### src/spims_pkg.sv
// Package: register map, field positions and shared types of the SPI port
package spims_pkg;

  // Register byte addresses (word aligned index times four)
  localparam logic [7:0] SPIMS_IDX_CTRL   = 8'hf3;
  localparam logic [7:0] SPIMS_IDX_STATUS = 8'hf4;
  localparam logic [7:0] SPIMS_IDX_DATA   = 8'hf5;
  localparam logic [7:0] SPIMS_IDX_MISC   = 8'hf6;
  localparam int unsigned SPIMS_ADDR_W    = 12;
  localparam logic [SPIMS_ADDR_W-1:0] SPIMS_ADDR_CTRL   = {2'h0, SPIMS_IDX_CTRL, 2'h0};
  localparam logic [SPIMS_ADDR_W-1:0] SPIMS_ADDR_STATUS = {2'h0, SPIMS_IDX_STATUS, 2'h0};
  localparam logic [SPIMS_ADDR_W-1:0] SPIMS_ADDR_DATA   = {2'h0, SPIMS_IDX_DATA, 2'h0};
  localparam logic [SPIMS_ADDR_W-1:0] SPIMS_ADDR_MISC   = {2'h0, SPIMS_IDX_MISC, 2'h0};

  // Control register fields
  localparam int unsigned SPIMS_C_SELECT_OUTPUT_ENABLE = 7;
  localparam int unsigned SPIMS_C_EN   = 6;
  localparam int unsigned SPIMS_C_LSB  = 5;
  localparam int unsigned SPIMS_C_MASTER_SELECT = 4;
  localparam int unsigned SPIMS_C_POL  = 3;
  localparam int unsigned SPIMS_C_PHA  = 2;
  localparam int unsigned SPIMS_C_RATE = 0;

  // Status register fields
  localparam int unsigned SPIMS_S_DONE = 7;
  localparam int unsigned SPIMS_S_WRITE_COLLISION_FLAG = 6;
  localparam int unsigned SPIMS_S_OVF  = 5;
  localparam int unsigned SPIMS_S_MODE_FAULT_FLAG = 4;
  localparam int unsigned SPIMS_S_DISM = 3;

  // Misc register fields (interrupt enables)
  localparam int unsigned SPIMS_M_PIE = 0;
  localparam int unsigned SPIMS_M_GIE = 1;

  localparam logic [7:0] SPIMS_RESET_BYTE = 8'h00;
  localparam logic [3:0] SPIMS_BITS       = 4'h8;
  localparam logic [7:0] SPIMS_ONES       = 8'hff;

  // AXI response codes
  localparam logic [1:0] SPIMS_RESP_OKAY   = 2'h0;
  localparam logic [1:0] SPIMS_RESP_SLVERR = 2'h2;

  // Serial pin group with output enables
  typedef struct packed {
    logic sck_o;
    logic sck_oe;
    logic mosi_o;
    logic mosi_oe;
    logic miso_o;
    logic miso_oe;
    logic ss_n_o;
    logic ss_n_oe;
  } spims_pins_out_t;

  typedef struct packed {
    logic sck;
    logic mosi;
    logic miso;
    logic ss_n;
  } spims_pins_in_t;

  // Half period of the serial clock in system clocks for a rate code
  function automatic logic [6:0] spims_half_period(input logic [1:0] rate);
    unique case (rate)
      2'h0:    spims_half_period = 7'h08;
      2'h1:    spims_half_period = 7'h10;
      2'h2:    spims_half_period = 7'h20;
      default: spims_half_period = 7'h40;
    endcase
  endfunction : spims_half_period

endpackage : spims_pkg

### src/spims_sync.sv
// Three-stage pin synchroniser; a change counts when stages two and three agree
module spims_sync
  import spims_pkg::*;
#(
  parameter int unsigned WIDTH = 4
)(
  // Clocking
  input  wire logic             clock_i,
  input  wire logic             srst_i,
  input  wire logic             ce_i,
  // Data
  input  wire logic [WIDTH-1:0] async_i,
  input  wire logic [WIDTH-1:0] init_i,
  output logic      [WIDTH-1:0] sync_o
);
  logic [WIDTH-1:0] s1_reg;
  logic [WIDTH-1:0] s2_reg;
  logic [WIDTH-1:0] s3_reg;

  // Shift chain; stage one feeds only stage two
  // Reset to the idle levels of the pins so no false edge follows reset
  always_ff @(posedge clock_i)
  begin
    if (srst_i)
    begin
      s1_reg <= init_i;
      s2_reg <= init_i;
      s3_reg <= init_i;
    end
    else if (ce_i)
    begin
      s1_reg <= async_i;
      s2_reg <= s1_reg;
      s3_reg <= s2_reg;
    end
  end

  // Output follows only once two stages agree, filtering one-stage glitches
  genvar g;
  generate
    for (g = 0; g < WIDTH; g++)
    begin : g_bit
      always_ff @(posedge clock_i)
      begin
        if (srst_i)
          sync_o[g] <= init_i[g];
        else if (ce_i && (s2_reg[g] == s3_reg[g]))
          sync_o[g] <= s3_reg[g];
      end
    end
  endgenerate
endmodule : spims_sync

### src/spims_axil.sv
// AXI4-Lite slave front end: one write and one read at a time
module spims_axil
  import spims_pkg::*;
(
  // Clocking
  input  wire logic                    clock_i,
  input  wire logic                    srst_i,
  input  wire logic                    ce_i,
  // AXI write
  input  wire logic [SPIMS_ADDR_W-1:0] awaddr_i,
  input  wire logic                    awvalid_i,
  output logic                         awready_o,
  input  wire logic [31:0]             wdata_i,
  input  wire logic [3:0]              wstrb_i,
  input  wire logic                    wvalid_i,
  output logic                         wready_o,
  output logic [1:0]                   bresp_o,
  output logic                         bvalid_o,
  input  wire logic                    bready_i,
  // AXI read
  input  wire logic [SPIMS_ADDR_W-1:0] araddr_i,
  input  wire logic                    arvalid_i,
  output logic                         arready_o,
  output logic [31:0]                  rdata_o,
  output logic [1:0]                   rresp_o,
  output logic                         rvalid_o,
  input  wire logic                    rready_i,
  // Register side
  output logic                         wr_o,
  output logic [SPIMS_ADDR_W-1:0]      wr_addr_o,
  output logic [7:0]                   wr_data_o,
  input  wire logic                    wr_err_i,
  output logic                         rd_o,
  output logic [SPIMS_ADDR_W-1:0]      rd_addr_o,
  input  wire logic [7:0]              rd_data_i,
  input  wire logic                    rd_err_i
);
  logic aw_have_reg;
  logic w_have_reg;
  logic [SPIMS_ADDR_W-1:0] aw_reg;
  logic [7:0]              w_reg;
  logic                    w_lane_reg;

  // Ready only while clocked, so no handshake is lost while frozen
  assign awready_o = ce_i && !aw_have_reg && !bvalid_o;
  assign wready_o  = ce_i && !w_have_reg && !bvalid_o;
  assign arready_o = ce_i && !rvalid_o;
  assign wr_o      = ce_i && aw_have_reg && w_have_reg && !bvalid_o;
  assign wr_addr_o = aw_reg;
  assign wr_data_o = w_reg;
  assign rd_o      = ce_i && arvalid_i && !rvalid_o;
  assign rd_addr_o = araddr_i;

  // Capture address and data in either order; the lane 0 strobe is captured but unused, so a write without it still writes
  always_ff @(posedge clock_i)
  begin
    if (srst_i)
    begin
      aw_have_reg <= 1'b0;
      w_have_reg  <= 1'b0;
      aw_reg      <= '0;
      w_reg       <= SPIMS_RESET_BYTE;
      w_lane_reg  <= 1'b0;
      bvalid_o    <= 1'b0;
      bresp_o     <= SPIMS_RESP_OKAY;
    end
    else if (ce_i)
    begin
      if (awvalid_i && awready_o)
      begin
        aw_have_reg <= 1'b1;
        aw_reg      <= awaddr_i;
      end
      if (wvalid_i && wready_o)
      begin
        w_have_reg <= 1'b1;
        w_reg      <= wdata_i[7:0];
        w_lane_reg <= wstrb_i[0];
      end
      if (wr_o)
      begin
        aw_have_reg <= 1'b0;
        w_have_reg  <= 1'b0;
        bvalid_o    <= 1'b1;
        bresp_o     <= wr_err_i ? SPIMS_RESP_SLVERR : SPIMS_RESP_OKAY;
      end
      else if (bvalid_o && bready_i)
        bvalid_o <= 1'b0;
    end
  end

  // Read answers one cycle after acceptance
  always_ff @(posedge clock_i)
  begin
    if (srst_i)
    begin
      rvalid_o <= 1'b0;
      rdata_o  <= '0;
      rresp_o  <= SPIMS_RESP_OKAY;
    end
    else if (ce_i)
    begin
      if (rd_o)
      begin
        rvalid_o <= 1'b1;
        rdata_o  <= {24'h000000, rd_data_i};
        rresp_o  <= rd_err_i ? SPIMS_RESP_SLVERR : SPIMS_RESP_OKAY;
      end
      else if (rvalid_o && rready_i)
        rvalid_o <= 1'b0;
    end
  end

  logic unused_lane;
  assign unused_lane = w_lane_reg;
endmodule : spims_axil

### src/spims_top.sv
// SPI master/slave port with AXI4-Lite register access
//
// Local design decision: the AXI4-Lite interface to the registers.
module spims_top
  import spims_pkg::*;
(
  // Clocking
  input  wire logic                    clock_i,
  input  wire logic                    srst_i,
  input  wire logic                    ce_i,
  // AXI4-Lite write
  input  wire logic [SPIMS_ADDR_W-1:0] awaddr_i,
  input  wire logic                    awvalid_i,
  output logic                         awready_o,
  input  wire logic [31:0]             wdata_i,
  input  wire logic [3:0]              wstrb_i,
  input  wire logic                    wvalid_i,
  output logic                         wready_o,
  output logic [1:0]                   bresp_o,
  output logic                         bvalid_o,
  input  wire logic                    bready_i,
  // AXI4-Lite read
  input  wire logic [SPIMS_ADDR_W-1:0] araddr_i,
  input  wire logic                    arvalid_i,
  output logic                         arready_o,
  output logic [31:0]                  rdata_o,
  output logic [1:0]                   rresp_o,
  output logic                         rvalid_o,
  input  wire logic                    rready_i,
  // Serial pins
  input  wire spims_pkg::spims_pins_in_t  pins_i,
  output spims_pkg::spims_pins_out_t      pins_o,
  // Interrupt request
  output logic                         irq_o
);
  typedef enum logic [1:0] {ST_IDLE, ST_LEAD, ST_SHIFT} spims_state_t;

  logic [7:0] ctrl_reg;
  logic [7:0] rxbuf_reg;
  logic [7:0] shift_reg;
  logic [1:0] irqen_reg;
  logic       done_reg;
  logic       write_collision_flag_reg;
  logic       ovf_reg;
  logic       mode_fault_flag_reg;
  logic       dism_reg;
  spims_state_t state_reg;
  logic [3:0] bitcnt_reg;
  logic [6:0] div_reg;
  logic       sck_reg;
  logic       edge_reg;
  logic       mosi_reg;
  logic       sin_reg;

  // Register bus wires
  logic                    wr;
  logic [SPIMS_ADDR_W-1:0] wr_addr;
  logic [7:0]              wr_data;
  logic                    rd;
  logic [SPIMS_ADDR_W-1:0] rd_addr;
  logic [7:0]              rd_data;
  logic                    wr_err;
  logic                    rd_err;

  // Synchronised pins: sck, mosi, miso, select
  logic [3:0] pin_sync;
  logic       s_sck;
  logic       s_mosi;
  logic       s_miso;
  logic       s_ss_n;
  logic       ss_prev_reg;
  logic       sck_prev_reg;

  spims_axil u_axil (
    .clock_i   (clock_i),
    .srst_i    (srst_i),
    .ce_i      (ce_i),
    .awaddr_i  (awaddr_i),
    .awvalid_i (awvalid_i),
    .awready_o (awready_o),
    .wdata_i   (wdata_i),
    .wstrb_i   (wstrb_i),
    .wvalid_i  (wvalid_i),
    .wready_o  (wready_o),
    .bresp_o   (bresp_o),
    .bvalid_o  (bvalid_o),
    .bready_i  (bready_i),
    .araddr_i  (araddr_i),
    .arvalid_i (arvalid_i),
    .arready_o (arready_o),
    .rdata_o   (rdata_o),
    .rresp_o   (rresp_o),
    .rvalid_o  (rvalid_o),
    .rready_i  (rready_i),
    .wr_o      (wr),
    .wr_addr_o (wr_addr),
    .wr_data_o (wr_data),
    .wr_err_i  (wr_err),
    .rd_o      (rd),
    .rd_addr_o (rd_addr),
    .rd_data_i (rd_data),
    .rd_err_i  (rd_err)
  );

  spims_sync #(.WIDTH(4)) u_sync (
    .clock_i (clock_i),
    .srst_i  (srst_i),
    .ce_i    (ce_i),
    .async_i ({pins_i.sck, pins_i.mosi, pins_i.miso, pins_i.ss_n}),
    .init_i  (4'h1),
    .sync_o  (pin_sync)
  );

  assign {s_sck, s_mosi, s_miso, s_ss_n} = pin_sync;

  // Decoded configuration
  logic en;
  logic master_select;
  logic pol;
  logic pha;
  logic lsbf;
  logic select_output_enable;
  assign en   = ctrl_reg[SPIMS_C_EN];
  assign master_select = ctrl_reg[SPIMS_C_MASTER_SELECT];
  assign pol  = ctrl_reg[SPIMS_C_POL];
  assign pha  = ctrl_reg[SPIMS_C_PHA];
  assign lsbf = ctrl_reg[SPIMS_C_LSB];
  assign select_output_enable = ctrl_reg[SPIMS_C_SELECT_OUTPUT_ENABLE];

  // Address decode
  logic wr_ctrl;
  logic wr_stat;
  logic wr_data_reg;
  logic wr_misc;
  assign wr_ctrl     = wr && (wr_addr == SPIMS_ADDR_CTRL);
  assign wr_stat     = wr && (wr_addr == SPIMS_ADDR_STATUS);
  assign wr_data_reg = wr && (wr_addr == SPIMS_ADDR_DATA);
  assign wr_misc     = wr && (wr_addr == SPIMS_ADDR_MISC);
  assign wr_err = !(wr_addr == SPIMS_ADDR_CTRL || wr_addr == SPIMS_ADDR_STATUS
                    || wr_addr == SPIMS_ADDR_DATA || wr_addr == SPIMS_ADDR_MISC);
  assign rd_err = !(rd_addr == SPIMS_ADDR_CTRL || rd_addr == SPIMS_ADDR_STATUS
                    || rd_addr == SPIMS_ADDR_DATA || rd_addr == SPIMS_ADDR_MISC);

  // Read mux; data register returns the receive buffer
  always_comb
  begin
    rd_data = 8'h00;
    if (rd_addr == SPIMS_ADDR_CTRL)
      rd_data = ctrl_reg;
    else if (rd_addr == SPIMS_ADDR_STATUS)
      rd_data = {done_reg, write_collision_flag_reg, ovf_reg, mode_fault_flag_reg, dism_reg, 3'h0};
    else if (rd_addr == SPIMS_ADDR_DATA)
      rd_data = rxbuf_reg;
    else if (rd_addr == SPIMS_ADDR_MISC)
      rd_data = {6'h00, irqen_reg};
  end

  // Event decode
  logic busy;
  logic ss_active;
  logic fault_now;
  logic cfg_change;
  logic load_ok;
  logic collide;
  logic byte_end;
  logic abort_slave;
  assign busy       = (state_reg != ST_IDLE);
  assign ss_active  = !master_select && en && !s_ss_n;
  assign fault_now  = en && master_select && !dism_reg && !s_ss_n;
  // Reconfiguring live bits aborts the byte
  assign cfg_change = wr_ctrl && en &&
                      ((wr_data[SPIMS_C_LSB] != lsbf) || (wr_data[SPIMS_C_MASTER_SELECT] != master_select) ||
                       (wr_data[SPIMS_C_POL] != pol) || (wr_data[SPIMS_C_PHA] != pha) ||
                       (wr_data[1:0] != ctrl_reg[1:0]));
  // Collision: transfer running, or slave phase 0 with select low
  assign collide    = wr_data_reg && !done_reg &&
                      (busy || (ss_active && !pha));
  assign load_ok    = wr_data_reg && !done_reg && !collide;

  // Control register; fault clears mode and enable at once
  always_ff @(posedge clock_i)
  begin
    if (srst_i)
      ctrl_reg <= SPIMS_RESET_BYTE;
    else if (ce_i)
    begin
      if (wr_ctrl)
        ctrl_reg <= wr_data;
      if (fault_now)
      begin
        ctrl_reg[SPIMS_C_MASTER_SELECT] <= 1'b0;
        ctrl_reg[SPIMS_C_EN]   <= 1'b0;
      end
    end
  end

  // Interrupt enables and detection disable
  always_ff @(posedge clock_i)
  begin
    if (srst_i)
    begin
      irqen_reg <= 2'h0;
      dism_reg  <= 1'b0;
    end
    else if (ce_i)
    begin
      if (wr_misc)
        irqen_reg <= wr_data[1:0];
      if (wr_stat)
        dism_reg <= wr_data[SPIMS_S_DISM];
    end
  end

  // Bit order helpers
  logic out_bit;
  assign out_bit = lsbf ? shift_reg[0] : shift_reg[7];

  // Sampled input bit depends on role
  logic in_bit;
  assign in_bit = master_select ? s_miso : s_mosi;

  // Shifter with the sampled bit entering at the far end
  logic [7:0] shift_in;
  assign shift_in = lsbf ? {in_bit, shift_reg[7:1]} : {shift_reg[6:0], in_bit};

  // Slave clock edges from the synchronised pin
  logic slv_lead;
  logic slv_trail;
  assign slv_lead  = (s_sck != sck_prev_reg) && (s_sck != pol);
  assign slv_trail = (s_sck != sck_prev_reg) && (s_sck == pol);
  assign abort_slave = !master_select && busy && s_ss_n;

  // Master divider tick: one per half serial period
  logic tick;
  assign tick = (div_reg == 7'h01);

  // Sample and shift edges: per phase for the slave, master samples on leading and shifts on trailing edges
  logic samp;
  logic shft;
  always_comb
  begin
    samp = 1'b0;
    shft = 1'b0;
    if (master_select)
    begin
      samp = (state_reg == ST_SHIFT) && tick && !edge_reg;
      shft = (state_reg == ST_SHIFT) && tick && edge_reg;
    end
    else if (busy)
    begin
      samp = pha ? slv_trail : slv_lead;
      shft = pha ? slv_lead : slv_trail;
    end
  end

  // Master ends on the trailing edge after its eighth sample (seventh with phase 1) so the last pulse completes;
  // slave ends on its eighth sample
  assign byte_end = master_select ? ((state_reg == ST_SHIFT) && tick && edge_reg &&
                            (bitcnt_reg == (pha ? SPIMS_BITS - 4'h1 : SPIMS_BITS)))
                         : (samp && (bitcnt_reg == SPIMS_BITS - 4'h1));

  // Pin history for slave edge detection
  always_ff @(posedge clock_i)
  begin
    if (srst_i)
    begin
      ss_prev_reg  <= 1'b1;
      sck_prev_reg <= 1'b0;
    end
    else if (ce_i)
    begin
      ss_prev_reg  <= s_ss_n;
      sck_prev_reg <= s_sck;
    end
  end

  // Transfer engine: shifter, bit counter, state, clock generator
  always_ff @(posedge clock_i)
  begin
    if (srst_i)
    begin
      state_reg  <= ST_IDLE;
      shift_reg  <= SPIMS_RESET_BYTE;
      bitcnt_reg <= 4'h0;
      div_reg    <= 7'h00;
      sck_reg    <= 1'b0;
      edge_reg   <= 1'b0;
      mosi_reg   <= 1'b0;
      sin_reg    <= 1'b0;
    end
    else if (ce_i)
    begin
      if (!en || cfg_change || fault_now)
      begin
        state_reg <= ST_IDLE;
        sck_reg   <= pol;
      end
      else if (abort_slave)
      begin
        // Remaining bits read as ones
        state_reg <= ST_IDLE;
        shift_reg <= lsbf ? (shift_reg >> (SPIMS_BITS - bitcnt_reg)) | (SPIMS_ONES << bitcnt_reg)
                          : (shift_reg << (SPIMS_BITS - bitcnt_reg)) | (SPIMS_ONES >> bitcnt_reg);
      end
      else
      begin
        if (load_ok)
          shift_reg <= wr_data;
        unique case (state_reg)
          ST_IDLE:
          begin
            sck_reg    <= pol;
            bitcnt_reg <= 4'h0;
            edge_reg   <= 1'b0;
            mosi_reg   <= out_bit;
            if (master_select && load_ok)
            begin
              state_reg <= ST_LEAD;
              div_reg   <= spims_half_period(ctrl_reg[1:0]);
            end
            else if (!master_select && !s_ss_n && (ss_prev_reg || pha))
              state_reg <= ST_SHIFT;
          end
          ST_LEAD:
          begin
            // Half period for first bit to settle before the first edge
            mosi_reg <= out_bit;
            div_reg  <= div_reg - 7'h01;
            if (tick)
            begin
              state_reg <= ST_SHIFT;
              div_reg   <= spims_half_period(ctrl_reg[1:0]);
            end
          end
          ST_SHIFT:
          begin
            if (master_select)
            begin
              div_reg <= tick ? spims_half_period(ctrl_reg[1:0]) : div_reg - 7'h01;
              if (tick)
              begin
                sck_reg  <= ~sck_reg;
                edge_reg <= ~edge_reg;
              end
            end
            if (samp)
            begin
              sin_reg    <= in_bit;
              bitcnt_reg <= bitcnt_reg + 4'h1;
              shift_reg  <= shift_in;
            end
            if (shft)
              mosi_reg <= out_bit;
            if (byte_end)
            begin
              // Byte finished: clock parks; master waits for next write, phase 0 slave for next select cycle, phase 1 slave stays in ST_SHIFT
              state_reg <= (!master_select && pha) ? ST_SHIFT : ST_IDLE;
              bitcnt_reg <= 4'h0;
              sck_reg    <= pol;
              edge_reg   <= 1'b0;
            end
          end
          default:
            state_reg <= ST_IDLE;
        endcase
      end
    end
  end

  // Output bit follows the shifter in ST_IDLE and ST_LEAD and moves only on shift edges in ST_SHIFT, so the far end never samples a changing line
  logic data_bit;
  assign data_bit = mosi_reg;

  // Status flags; set wins over software clear
  always_ff @(posedge clock_i)
  begin
    if (srst_i)
    begin
      done_reg  <= 1'b0;
      write_collision_flag_reg  <= 1'b0;
      ovf_reg   <= 1'b0;
      mode_fault_flag_reg  <= 1'b0;
      rxbuf_reg <= SPIMS_RESET_BYTE;
    end
    else if (ce_i)
    begin
      if (wr_stat)
      begin
        done_reg <= done_reg & wr_data[SPIMS_S_DONE];
        write_collision_flag_reg <= write_collision_flag_reg & wr_data[SPIMS_S_WRITE_COLLISION_FLAG];
        ovf_reg  <= ovf_reg & wr_data[SPIMS_S_OVF];
        mode_fault_flag_reg <= mode_fault_flag_reg & wr_data[SPIMS_S_MODE_FAULT_FLAG];
      end
      if (byte_end && en && !cfg_change && !abort_slave)
      begin
        if (done_reg)
          ovf_reg <= 1'b1;
        else
        begin
          done_reg  <= 1'b1;
          rxbuf_reg <= samp ? shift_in : shift_reg;
        end
      end
      if (collide)
        write_collision_flag_reg <= 1'b1;
      if (fault_now)
        mode_fault_flag_reg <= 1'b1;
    end
  end

  // Interrupt request gated by both enables
  assign irq_o = (done_reg || ovf_reg || mode_fault_flag_reg) &&
                 irqen_reg[SPIMS_M_PIE] && irqen_reg[SPIMS_M_GIE];

  // Pin drivers; select output only with detection off and enable set
  logic ss_drive;
  assign ss_drive = en && master_select && dism_reg && select_output_enable;
  always_comb
  begin
    pins_o.sck_o   = master_select ? sck_reg : pol;
    pins_o.sck_oe  = en && master_select;
    pins_o.mosi_o  = master_select ? ((state_reg == ST_LEAD) ? out_bit : data_bit) : 1'b0;
    pins_o.mosi_oe = en && master_select;
    pins_o.miso_o  = data_bit;
    pins_o.miso_oe = ss_active;
    pins_o.ss_n_o  = !busy;
    pins_o.ss_n_oe = ss_drive;
  end

  logic unused_bits;
  assign unused_bits = sin_reg ^ mosi_reg ^ s_sck;
endmodule : spims_top

### config.mk
export PLATFORM = sky130hd
export DESIGN_NAME = spims_top
export DESIGN_NICKNAME = d
export VERILOG_FILES = /design/src/spims_pkg.sv /design/src/spims_sync.sv /design/src/spims_axil.sv /design/src/spims_top.sv
export SDC_FILE = /design/constraint.sdc
export NUM_CORES = 1
export LEC_CHECK = 0
export ABC_CLOCK_PERIOD_IN_PS = 2800
export BUFFER_PORTS_ARGS = -buffer_cell sky130_fd_sc_hd__buf_2
export CORE_AREA = 5 5 124 126
export CTS_BUF_LIST = sky130_fd_sc_hd__clkbuf_2
export DETAILED_ROUTE_END_ITERATION = 16
export DIE_AREA = 0 0 129 131
export PLACE_DENSITY = 0.68
export SLEW_MARGIN = 20
export SYNTH_ARGS = -nofsm -noshare
export SYNTH_HDL_FRONTEND = slang
export SYNTH_SLANG_ARGS = --single-unit
### constraint.sdc
create_clock -name clock_i -period 2.8 [get_ports clock_i]
set_input_delay 0.28 -clock clock_i [delete_from_list [all_inputs] [get_ports clock_i]]
set_output_delay 0.28 -clock clock_i [all_outputs]
set_load 0.03 [all_outputs]
==> impl_metrics.py, run 1 <==
metrics = {
    "detailed_routing": {
        "avgRoutedWirePerCell_um": 16.0,
        "dr.pass1.iters": 5,
        "drc": 0,
        "ant_nets": 0,
        "wl_um": 16800,
        "drt-vias-per-instance": 5.61,
        "drt_first_iter_violations": 477,
        "vias": 5910,
    },
    "pwr": {
        "p_leak_nw": 2.67,
        "power_frac_clock_pct": 28.3,
        "sequentialPowerShare_pct": 60.4,
        "comb_power_share_pct": 11.3,
        "switching_share_pct": 30.7,
        "vdd_drop_max_mv": 0.256,
        "intPower_w": 0.00169,
        "total_power_w": 0.00244,
        "p_switching_w": 0.000750,
        "powerDensity_nw_per_um2": 345,
    },
    "timing": {
        "fin_worst_skew_ns": 0.0321,
        "fin_tns_setup_ns": 0,
        "fin_ws_ns": 0.154,
        "setup_viol": 0,
        "slew_violations": 0,
        "worst_slew_pin_slew_ns": 0.618,
        "slew_headroom_pct": 58.8,
        "period_share_pct": 94.5,
        "rsz0062_at_grt": "no",
        "fmax_ghz": 0.378,
        "hold_viol_final": 0,
        "fin_crit_ns": 2.65,
    },
    "setup_path": {
        "reg2reg_depth": 10,
        "start_kind": "flop",
        "r2r-start": "bitcnt_reg[1]",
        "r2r-end": "shift_reg[5]",
        "cp.arrival_ns": 3.17,
        "worstSetupEndpointType": "flop",
        "r2r_setup_slack_ns": 0.15,
        "worstPathRequired_ns": 3.32,
        "crit_fanout": 13,
        "critical_path_class": "flop to flop",
    },
    "final_layout": {
        "fin_cells": 1054,
        "final_common_cell": "dfxtp_1",
        "stdcell_area_um2": 7070,
        "nNetsFinal": 949,
        "final_cell_mix": "dfxtp_1 (99), nand2_1 (97), nor2_1 (79)",
        "drive_above_1_share_pct": 17.2,
        "largest_reg_flops": 12,
        "diodes": 0,
        "nFillCells": 1405,
        "area_growth_pct": 14.3,
    },
    "yosys": {
        "yosysWarningCount": 0,
        "syn_inst": 786,
        "syn_area_per_cell_um2": 7.87,
        "synth_cell_type_count": 80,
        "synth_seq_cells": 99,
        "ys.flop_type": "dfxtp_1",
        "synth_area_leader_cell": "dfxtp_1",
        "async_reset_ff_share_pct": 0,
        "netlist_top_cells_area": "dfxtp_1 (32%), mux2i_1 (8.1%), nand2_1 (5.9%)",
        "synth_edf_count": 0,
        "synth_top_area_share_pct": 32.1,
        "ys_seq_area_share_pct": 32.1,
        "netlist_area_um2": 6180,
    },
    "place": {
        "portBuffers": 67,
        "pre_cts_slack_ns": 0.244,
        "dp_cells": 1011,
        "dpl_cell_area_um2": 6660,
        "gp_congestion": 0.907,
        "dp_hpwl_um": 12200,
    },
    "hold_path": {
        "whs_endpoint": "u_axil.rdata_o[6]",
        "hp-class": "input port to flop",
        "worstHoldPathCells": 4,
        "min-delay-start": "araddr_i[3]",
    },
    "floorplanning": {
        "row_count": 44,
        "floorplan.die_area_um2": 16900,
        "die_y_um": 131,
        "core_area_um2": 14200,
        "die_x_um": 129,
        "ios": 122,
        "start_util_pct": 43.5,
    },
    "grt": {
        "antenna_found_initial": 0,
        "grt-ovfl-total": 0,
        "grt_pass1_vias": 5261,
        "grt_start_max_net_pins": 46,
        "grt_use_total_pct": 19.4,
        "grt_pass1_wl_um": 26800,
    },
    "status": {
        "outcome": "finished clean",
    },
    "run": {
        "maxCapViolations": 0,
    },
    "clock_tree": {
        "clk_latency_ns": 0.59,
        "cts-htree-levels": 3,
        "cts_tree": "built",
        "clock-sinks": 99,
        "numCtsBuffers": 9,
        "clk_path_buf_depth": 2,
        "clk_pin_slew_ns": 0.30,
        "cts_setup_buffers": 0,
        "cts_root_buf": "clkbuf_2",
    },
}
[final cells by class]
type | instances | area, um2 | share of cell area (%)
sequential | 99 | 1980 | 28.1
multi-input combinational | 600 | 3770 | 53.4
inverter | 27 | 101 | 1.43
clock buffer | 9 | 45.0 | 0.638
tap | 184 | 230 | 3.26
clock inverter | 7 | 72.6 | 1.03
timing repair buffer | 128 | 861 | 12.2
[worst max-delay path by stage]
stage | startpoint | to | slack, ns | cells after the start
after floorplan | bitcnt_reg[0] | shift_reg[2] | 0.14 | 13
after global placement | bitcnt_reg[1] | shift_reg[3] | 0.31 | 10
after detailed placement | bitcnt_reg[1] | shift_reg[5] | 0.24 | 10
after CTS | bitcnt_reg[1] | shift_reg[5] | 0.19 | 10
after global routing | bitcnt_reg[1] | shift_reg[3] | 0.04 | 10
final | bitcnt_reg[1] | shift_reg[5] | 0.15 | 10
[cell usage after synthesis, types with 3 or more instances]
cell	n
dfxtp_1	99
nand2_1	97
nor2_1	79
a21oi_1	66
mux2i_1	50
clkbuf_1	47
o21ai_0	47
buf_4	30
inv_1	26
a311oi_1	17
nor3_1	16
mux2_2	13
nand3_1	13
ha_1	12
and2_1	11
a22oi_1	10
a211oi_1	9
xnor2_1	9
nand2b_1	8
nor3b_1	7
buf_1	5
nand3b_1	5
nor2b_1	5
o22ai_1	5
a21o_1	4
nand4_1	4
nor4b_1	4
o211ai_1	4
o31ai_1	4
a211o_1	3
a31oi_1	3
and4_1	3
nand4b_1	3
nor4_1	3
o221a_2	3
o32ai_1	3
o41ai_1	3
[per-stage QoR]
step | util, % | hold WS, ns
floorplan | - | 0.408
global route | 49.7 | 0.00476
detailed placement | 46.9 | 0.449
finish | 49.7 | 0.0562
global placement | 46.9 | 0.440
CTS | 49.6 | 0.0123
[cell families after synthesis]
| kind of cell | Yosys count | share of synthesized area [%] |
|---|---|---|
| and+or+nand+nor | 280 | 22.2 |
| other | 1 | 0.0607 |
| DFF | 99 | 32.1 |
| adders and majority gates | 12 | 2.43 |
| buffers and inverters | 112 | 8.78 |
| AOI/OAI and AO/OA | 209 | 22.3 |
| xor gates and xnor gates | 9 | 1.28 |
| muxes | 64 | 10.8 |
[power groups by stage]
stage,Combinational [W],Sequential (W),Clock [W]
finish,0.000275,0.00147,0.000691
detailed placement,0.000244,0.00150,0
CTS,0.000273,0.00147,0.000713
floorplan,0.000186,0.00151,0
global route,0.000300,0.00148,0.000772
global placement,0.000243,0.00150,0
[worst max-delay path, stage by stage (launching register included)]
cell	delay (ns)
dfxtp_1	0.53
inv_1	0.12
ha_1	0.21
ha_1	0.27
buf_4	0.19
mux2i_1	0.15
a22oi_1	0.32
a31oi_1	0.12
o21ai_0	0.22
o311ai_1	0.18
a311oi_1	0.27
[routing by layer]
layer | track usage [%] | up-vias | wire, um
li1 | - | 2921 | -
met1 | 25.6 | 2771 | 7460
met2 | 33.0 | 193 | 8260
met3 | 3.29 | 25 | 879
met4 | 5.13 | 0 | 228
met5 | 0 | - | 0
[timing repair]
| item | 4_1_cts | 5_1_grt |
|---|---|---|
| hold endpoints to repair | 28 | 0 |
| setup endpoints to repair | 0 | 3 |
| gates resized for setup | 0 | 3 |
| hold buffers | 27 | 0 |
Power figures use the tool's default switching activity.
==> run 2, diff against run 1 <==
--- a/config.mk
+++ b/config.mk
@@ -5,12 +5,13 @@
 export SDC_FILE = /design/constraint.sdc
 export NUM_CORES = 1
 export LEC_CHECK = 0
+export ABC_AREA = 1
 export ABC_CLOCK_PERIOD_IN_PS = 2800
 export BUFFER_PORTS_ARGS = -buffer_cell sky130_fd_sc_hd__buf_2
-export CORE_AREA = 5 5 124 126
-export CTS_BUF_LIST = sky130_fd_sc_hd__clkbuf_2
+export CORE_AREA = 5 5 122 124
+export CTS_BUF_LIST = sky130_fd_sc_hd__clkbuf_4
 export DETAILED_ROUTE_END_ITERATION = 16
-export DIE_AREA = 0 0 129 131
+export DIE_AREA = 0 0 127 129
 export PLACE_DENSITY = 0.68
 export SLEW_MARGIN = 20
 export SYNTH_ARGS = -nofsm -noshare
==> run 2 against run 1 <==
  * Clock-buffer cell count did not move
  * Combinational power rose by 34%
  * Global-route usage rose by 1.4 points
  * First-iteration DRC count rose by 38%
  * Cell count rose by 12%
  * Utilization fell by 0.93 points
  * Largest power group unchanged
==> impl_metrics.py, run 2 <==
metrics = {
    "final_layout": {
        "largest_reg_flops": 12,
        "final_cell_mix": "nand2_1 (182), o21ai_0 (137), nor2_1 (103)",
        "nNetsFinal": 1076,
        "final_common_cell": "nand2_1",
        "multiInputGateArea_um2": 3370,
        "drive_above_1_share_pct": 11.8,
        "nFillCells": 1449,
        "regArea_um2": 1980,
        "area_growth_pct": 10.7,
        "stdcell_area_um2": 6670,
    },
    "grt": {
        "grt_pass1_wl_um": 27800,
        "grt_pass1_vias": 5694,
        "grt-ovfl-total": 0,
        "grt_use_total_pct": 20.8,
        "antenna_found_initial": 1,
        "grt_start_max_net_pins": 44,
    },
    "floorplanning": {
        "floorplan.die_area_um2": 16400,
        "die_x_um": 127,
        "core_area_um2": 13700,
        "die_y_um": 129,
        "row_count": 43,
        "ios": 122,
        "start_util_pct": 44.1,
    },
    "setup_path": {
        "critPathLaunch": "bitcnt_reg[0]",
        "crit_family": "adder cells",
        "r2r_setup_slack_ns": 0.34,
        "crit_fanout": 13,
        "cp.arrival_ns": 2.91,
        "reg2reg_depth": 10,
        "r2r-end": "shift_reg[0]",
        "worstPathRequired_ns": 3.25,
        "slowest_delay_ns": 0.37,
        "r2r-start": "bitcnt_reg[0]",
        "critical_path_class": "flop to flop",
        "crit_path_top_delay_cell": "dfxtp_1",
        "critical_path_depth": 10,
        "start_kind": "flop",
        "crit_chain": "clkinv_1, ha_1, ha_1, inv_1, nand2_1, o21ai_0, o21ai_0, a31oi_1, nor2_1, a21oi_1",
        "worstSetupEndpointType": "flop",
        "cp_num_buf_inv": 2,
        "endpoint": "shift_reg[0]",
    },
    "place": {
        "dp_hpwl_um": 12700,
        "portBuffers": 67,
        "pre_cts_slack_ns": 0.426,
        "gp_congestion": 0.942,
        "dpl_cell_area_um2": 6400,
    },
    "yosys": {
        "syn_area_per_cell_um2": 6.47,
        "async_reset_ff_share_pct": 0,
        "yosysWarningCount": 0,
        "netlist_top_cells_area": "dfxtp_1 (33%), o21ai_0 (11%), nand2_1 (11%)",
        "synth_common_cells": "nand2_1 (182), o21ai_0 (137), nor2_1 (103), dfxtp_1 (99), inv_1 (94)",
        "synth_top_family_by_area": "simple AND/OR/NAND/NOR gates",
        "synth_compound_area_share_pct": 22.9,
        "ys.flop_type": "dfxtp_1",
        "synthXorXnorAreaFrac_pct": 1.02,
        "synth_edf_count": 0,
        "yosys.area_share.simple_pct": 27.6,
        "synth_seq_cells": 99,
        "ys_seq_area_share_pct": 32.9,
        "synth_area_leader_cell": "dfxtp_1",
        "synth_fa_ha_area_share_pct": 2.49,
        "synth.most_common_cell": "nand2_1",
        "synth.area.mux_share_pct": 0.166,
        "syn_inst": 932,
        "synth_top_area_share_pct": 32.9,
        "netlist_area_um2": 6030,
        "synth_cell_type_count": 42,
    },
    "detailed_routing": {
        "drc": 0,
        "dr.pass1.iters": 7,
        "vias": 6180,
        "drt-vias-per-instance": 5.25,
        "ant_nets": 0,
        "wl_um": 16900,
        "drt_first_iter_violations": 656,
        "avgRoutedWirePerCell_um": 14.3,
    },
    "timing": {
        "period_share_pct": 87.9,
        "worst_slew_pin_slew_ns": 0.724,
        "slew_violations": 0,
        "setup_viol": 0,
        "fin_ws_ns": 0.340,
        "fin_worst_skew_ns": 0.0243,
        "fin_tns_setup_ns": 0,
        "slew_headroom_pct": 51.4,
        "rsz0062_at_grt": "no",
        "hold_viol_final": 0,
        "fmax_ghz": 0.406,
        "fin_crit_ns": 2.46,
    },
    "pwr": {
        "powerDensity_nw_per_um2": 397,
        "p_leak_nw": 2.85,
        "total_power_w": 0.00265,
        "vdd_drop_max_mv": 0.387,
    },
    "clock_tree": {
        "clk_latency_ns": 0.52,
        "cts-htree-levels": 3,
        "clock-sinks": 99,
        "cts_resized": 0,
        "cts_tree": "built",
        "numCtsBuffers": 9,
        "cts_root_buf": "clkbuf_4",
        "clk_path_buf_depth": 2,
        "clk_pin_slew_ns": 0.17,
    },
    "hold_path": {
        "hp-class": "input port to flop",
    },
    "run": {
        "maxCapViolations": 0,
    },
    "status": {
        "outcome": "finished clean",
    },
}
==> run 2: cell types whose count changed in the layout (fill, tap and decap cells not counted), moves of 10 or more <==
cell / delta
a22oi_1: -10
a311oi_1: -17
and2_1: -10
buf_4: -22
dlygate4sd3_1: -15
inv_1: +67
mux2_2: -13
mux2i_1: -49
nand2_1: +85
nand3_1: +46
nor2_1: +24
o21ai_0: +90
==> run 2: worst min-delay path by stage <==
stage	cells past startpoint	slack, ns	to	from
floorplan	2	0.40	u_sync.s1_reg[0]	pins_i[0]
CTS	3	0.005	u_axil.wr_addr_o[9]	awaddr_i[9]
global route	3	0.02	u_axil.wr_addr_o[3]	awaddr_i[3]
finish	3	0.03	u_axil.wr_data_o[5]	wdata_i[5]
detailed placement	2	0.44	rxbuf_reg[6]	rxbuf_reg[6]
global placement	2	0.44	rxbuf_reg[7]	rxbuf_reg[7]
==> run 2: routing by layer <==
metal | up-vias | share of wire [%] | global-route usage, %
met1 | 2814 | 46 | 27.9
met3 | 24 | 5.5 | 4.40
met2 | 169 | 47 | 34.2
met5 | - | 0 | 0
li1 | 3173 | - | -
met4 | 0 | 1.6 | 5.74
==> run 2: timing repair <==
action                     in CTS  in global routing
hold endpoints to repair       10                  2
buffers inserted                0                  0
setup endpoints to repair       0                  0
hold buffers                   10                  2
==> run 2: layout make-up <==
cell class                 count  share of cell area (%)
sequential                    99                    29.7
tap                          180                    3.38
inverter                     102                    5.74
timing repair buffer          92                    8.48
multi-input combinational    688                    50.5
antenna                        1                  0.0375
clock inverter                 7                    1.18
clock buffer                   9                    1.01
==> run 2: cells by family after synthesis <==
group,after synthesis
simple gates,388
flops,99
other cells,1
xor+xnor,7
compound gates,254
fa+ha+maj,12
buf+inv,170
mux,1
==> run 2: worst reg2reg max path: cells and delay by family, from the launching register on <==
kind | cells | cell delay (ns)
compound gates | 4 | 0.61
fa+ha+maj | 2 | 0.63
buf+inv | 2 | 0.51
flops | 1 | 0.37
simple gates | 2 | 0.27
==> run 2: per-stage QoR <==
stage / hold WS [ns] / utilization, % / std cells
5_1_grt: 0.0156 / 48.8 / 1178
6_report: 0.0271 / 48.8 / 1178
2_1_floorplan: 0.402 / - / 957
3_3_place_gp: 0.435 / 46.8 / 1149
4_1_cts: 0.00528 / 48.6 / 1175
3_5_place_dp: 0.444 / 46.8 / 1149
==> run 2: power breakdown <==
part	internal (W)	switching [W]
Clock	0.000214	0.000573
Sequential	0.00146	0.0000339
Combinational	0.000115	0.000254
Total	0.00179	0.000861
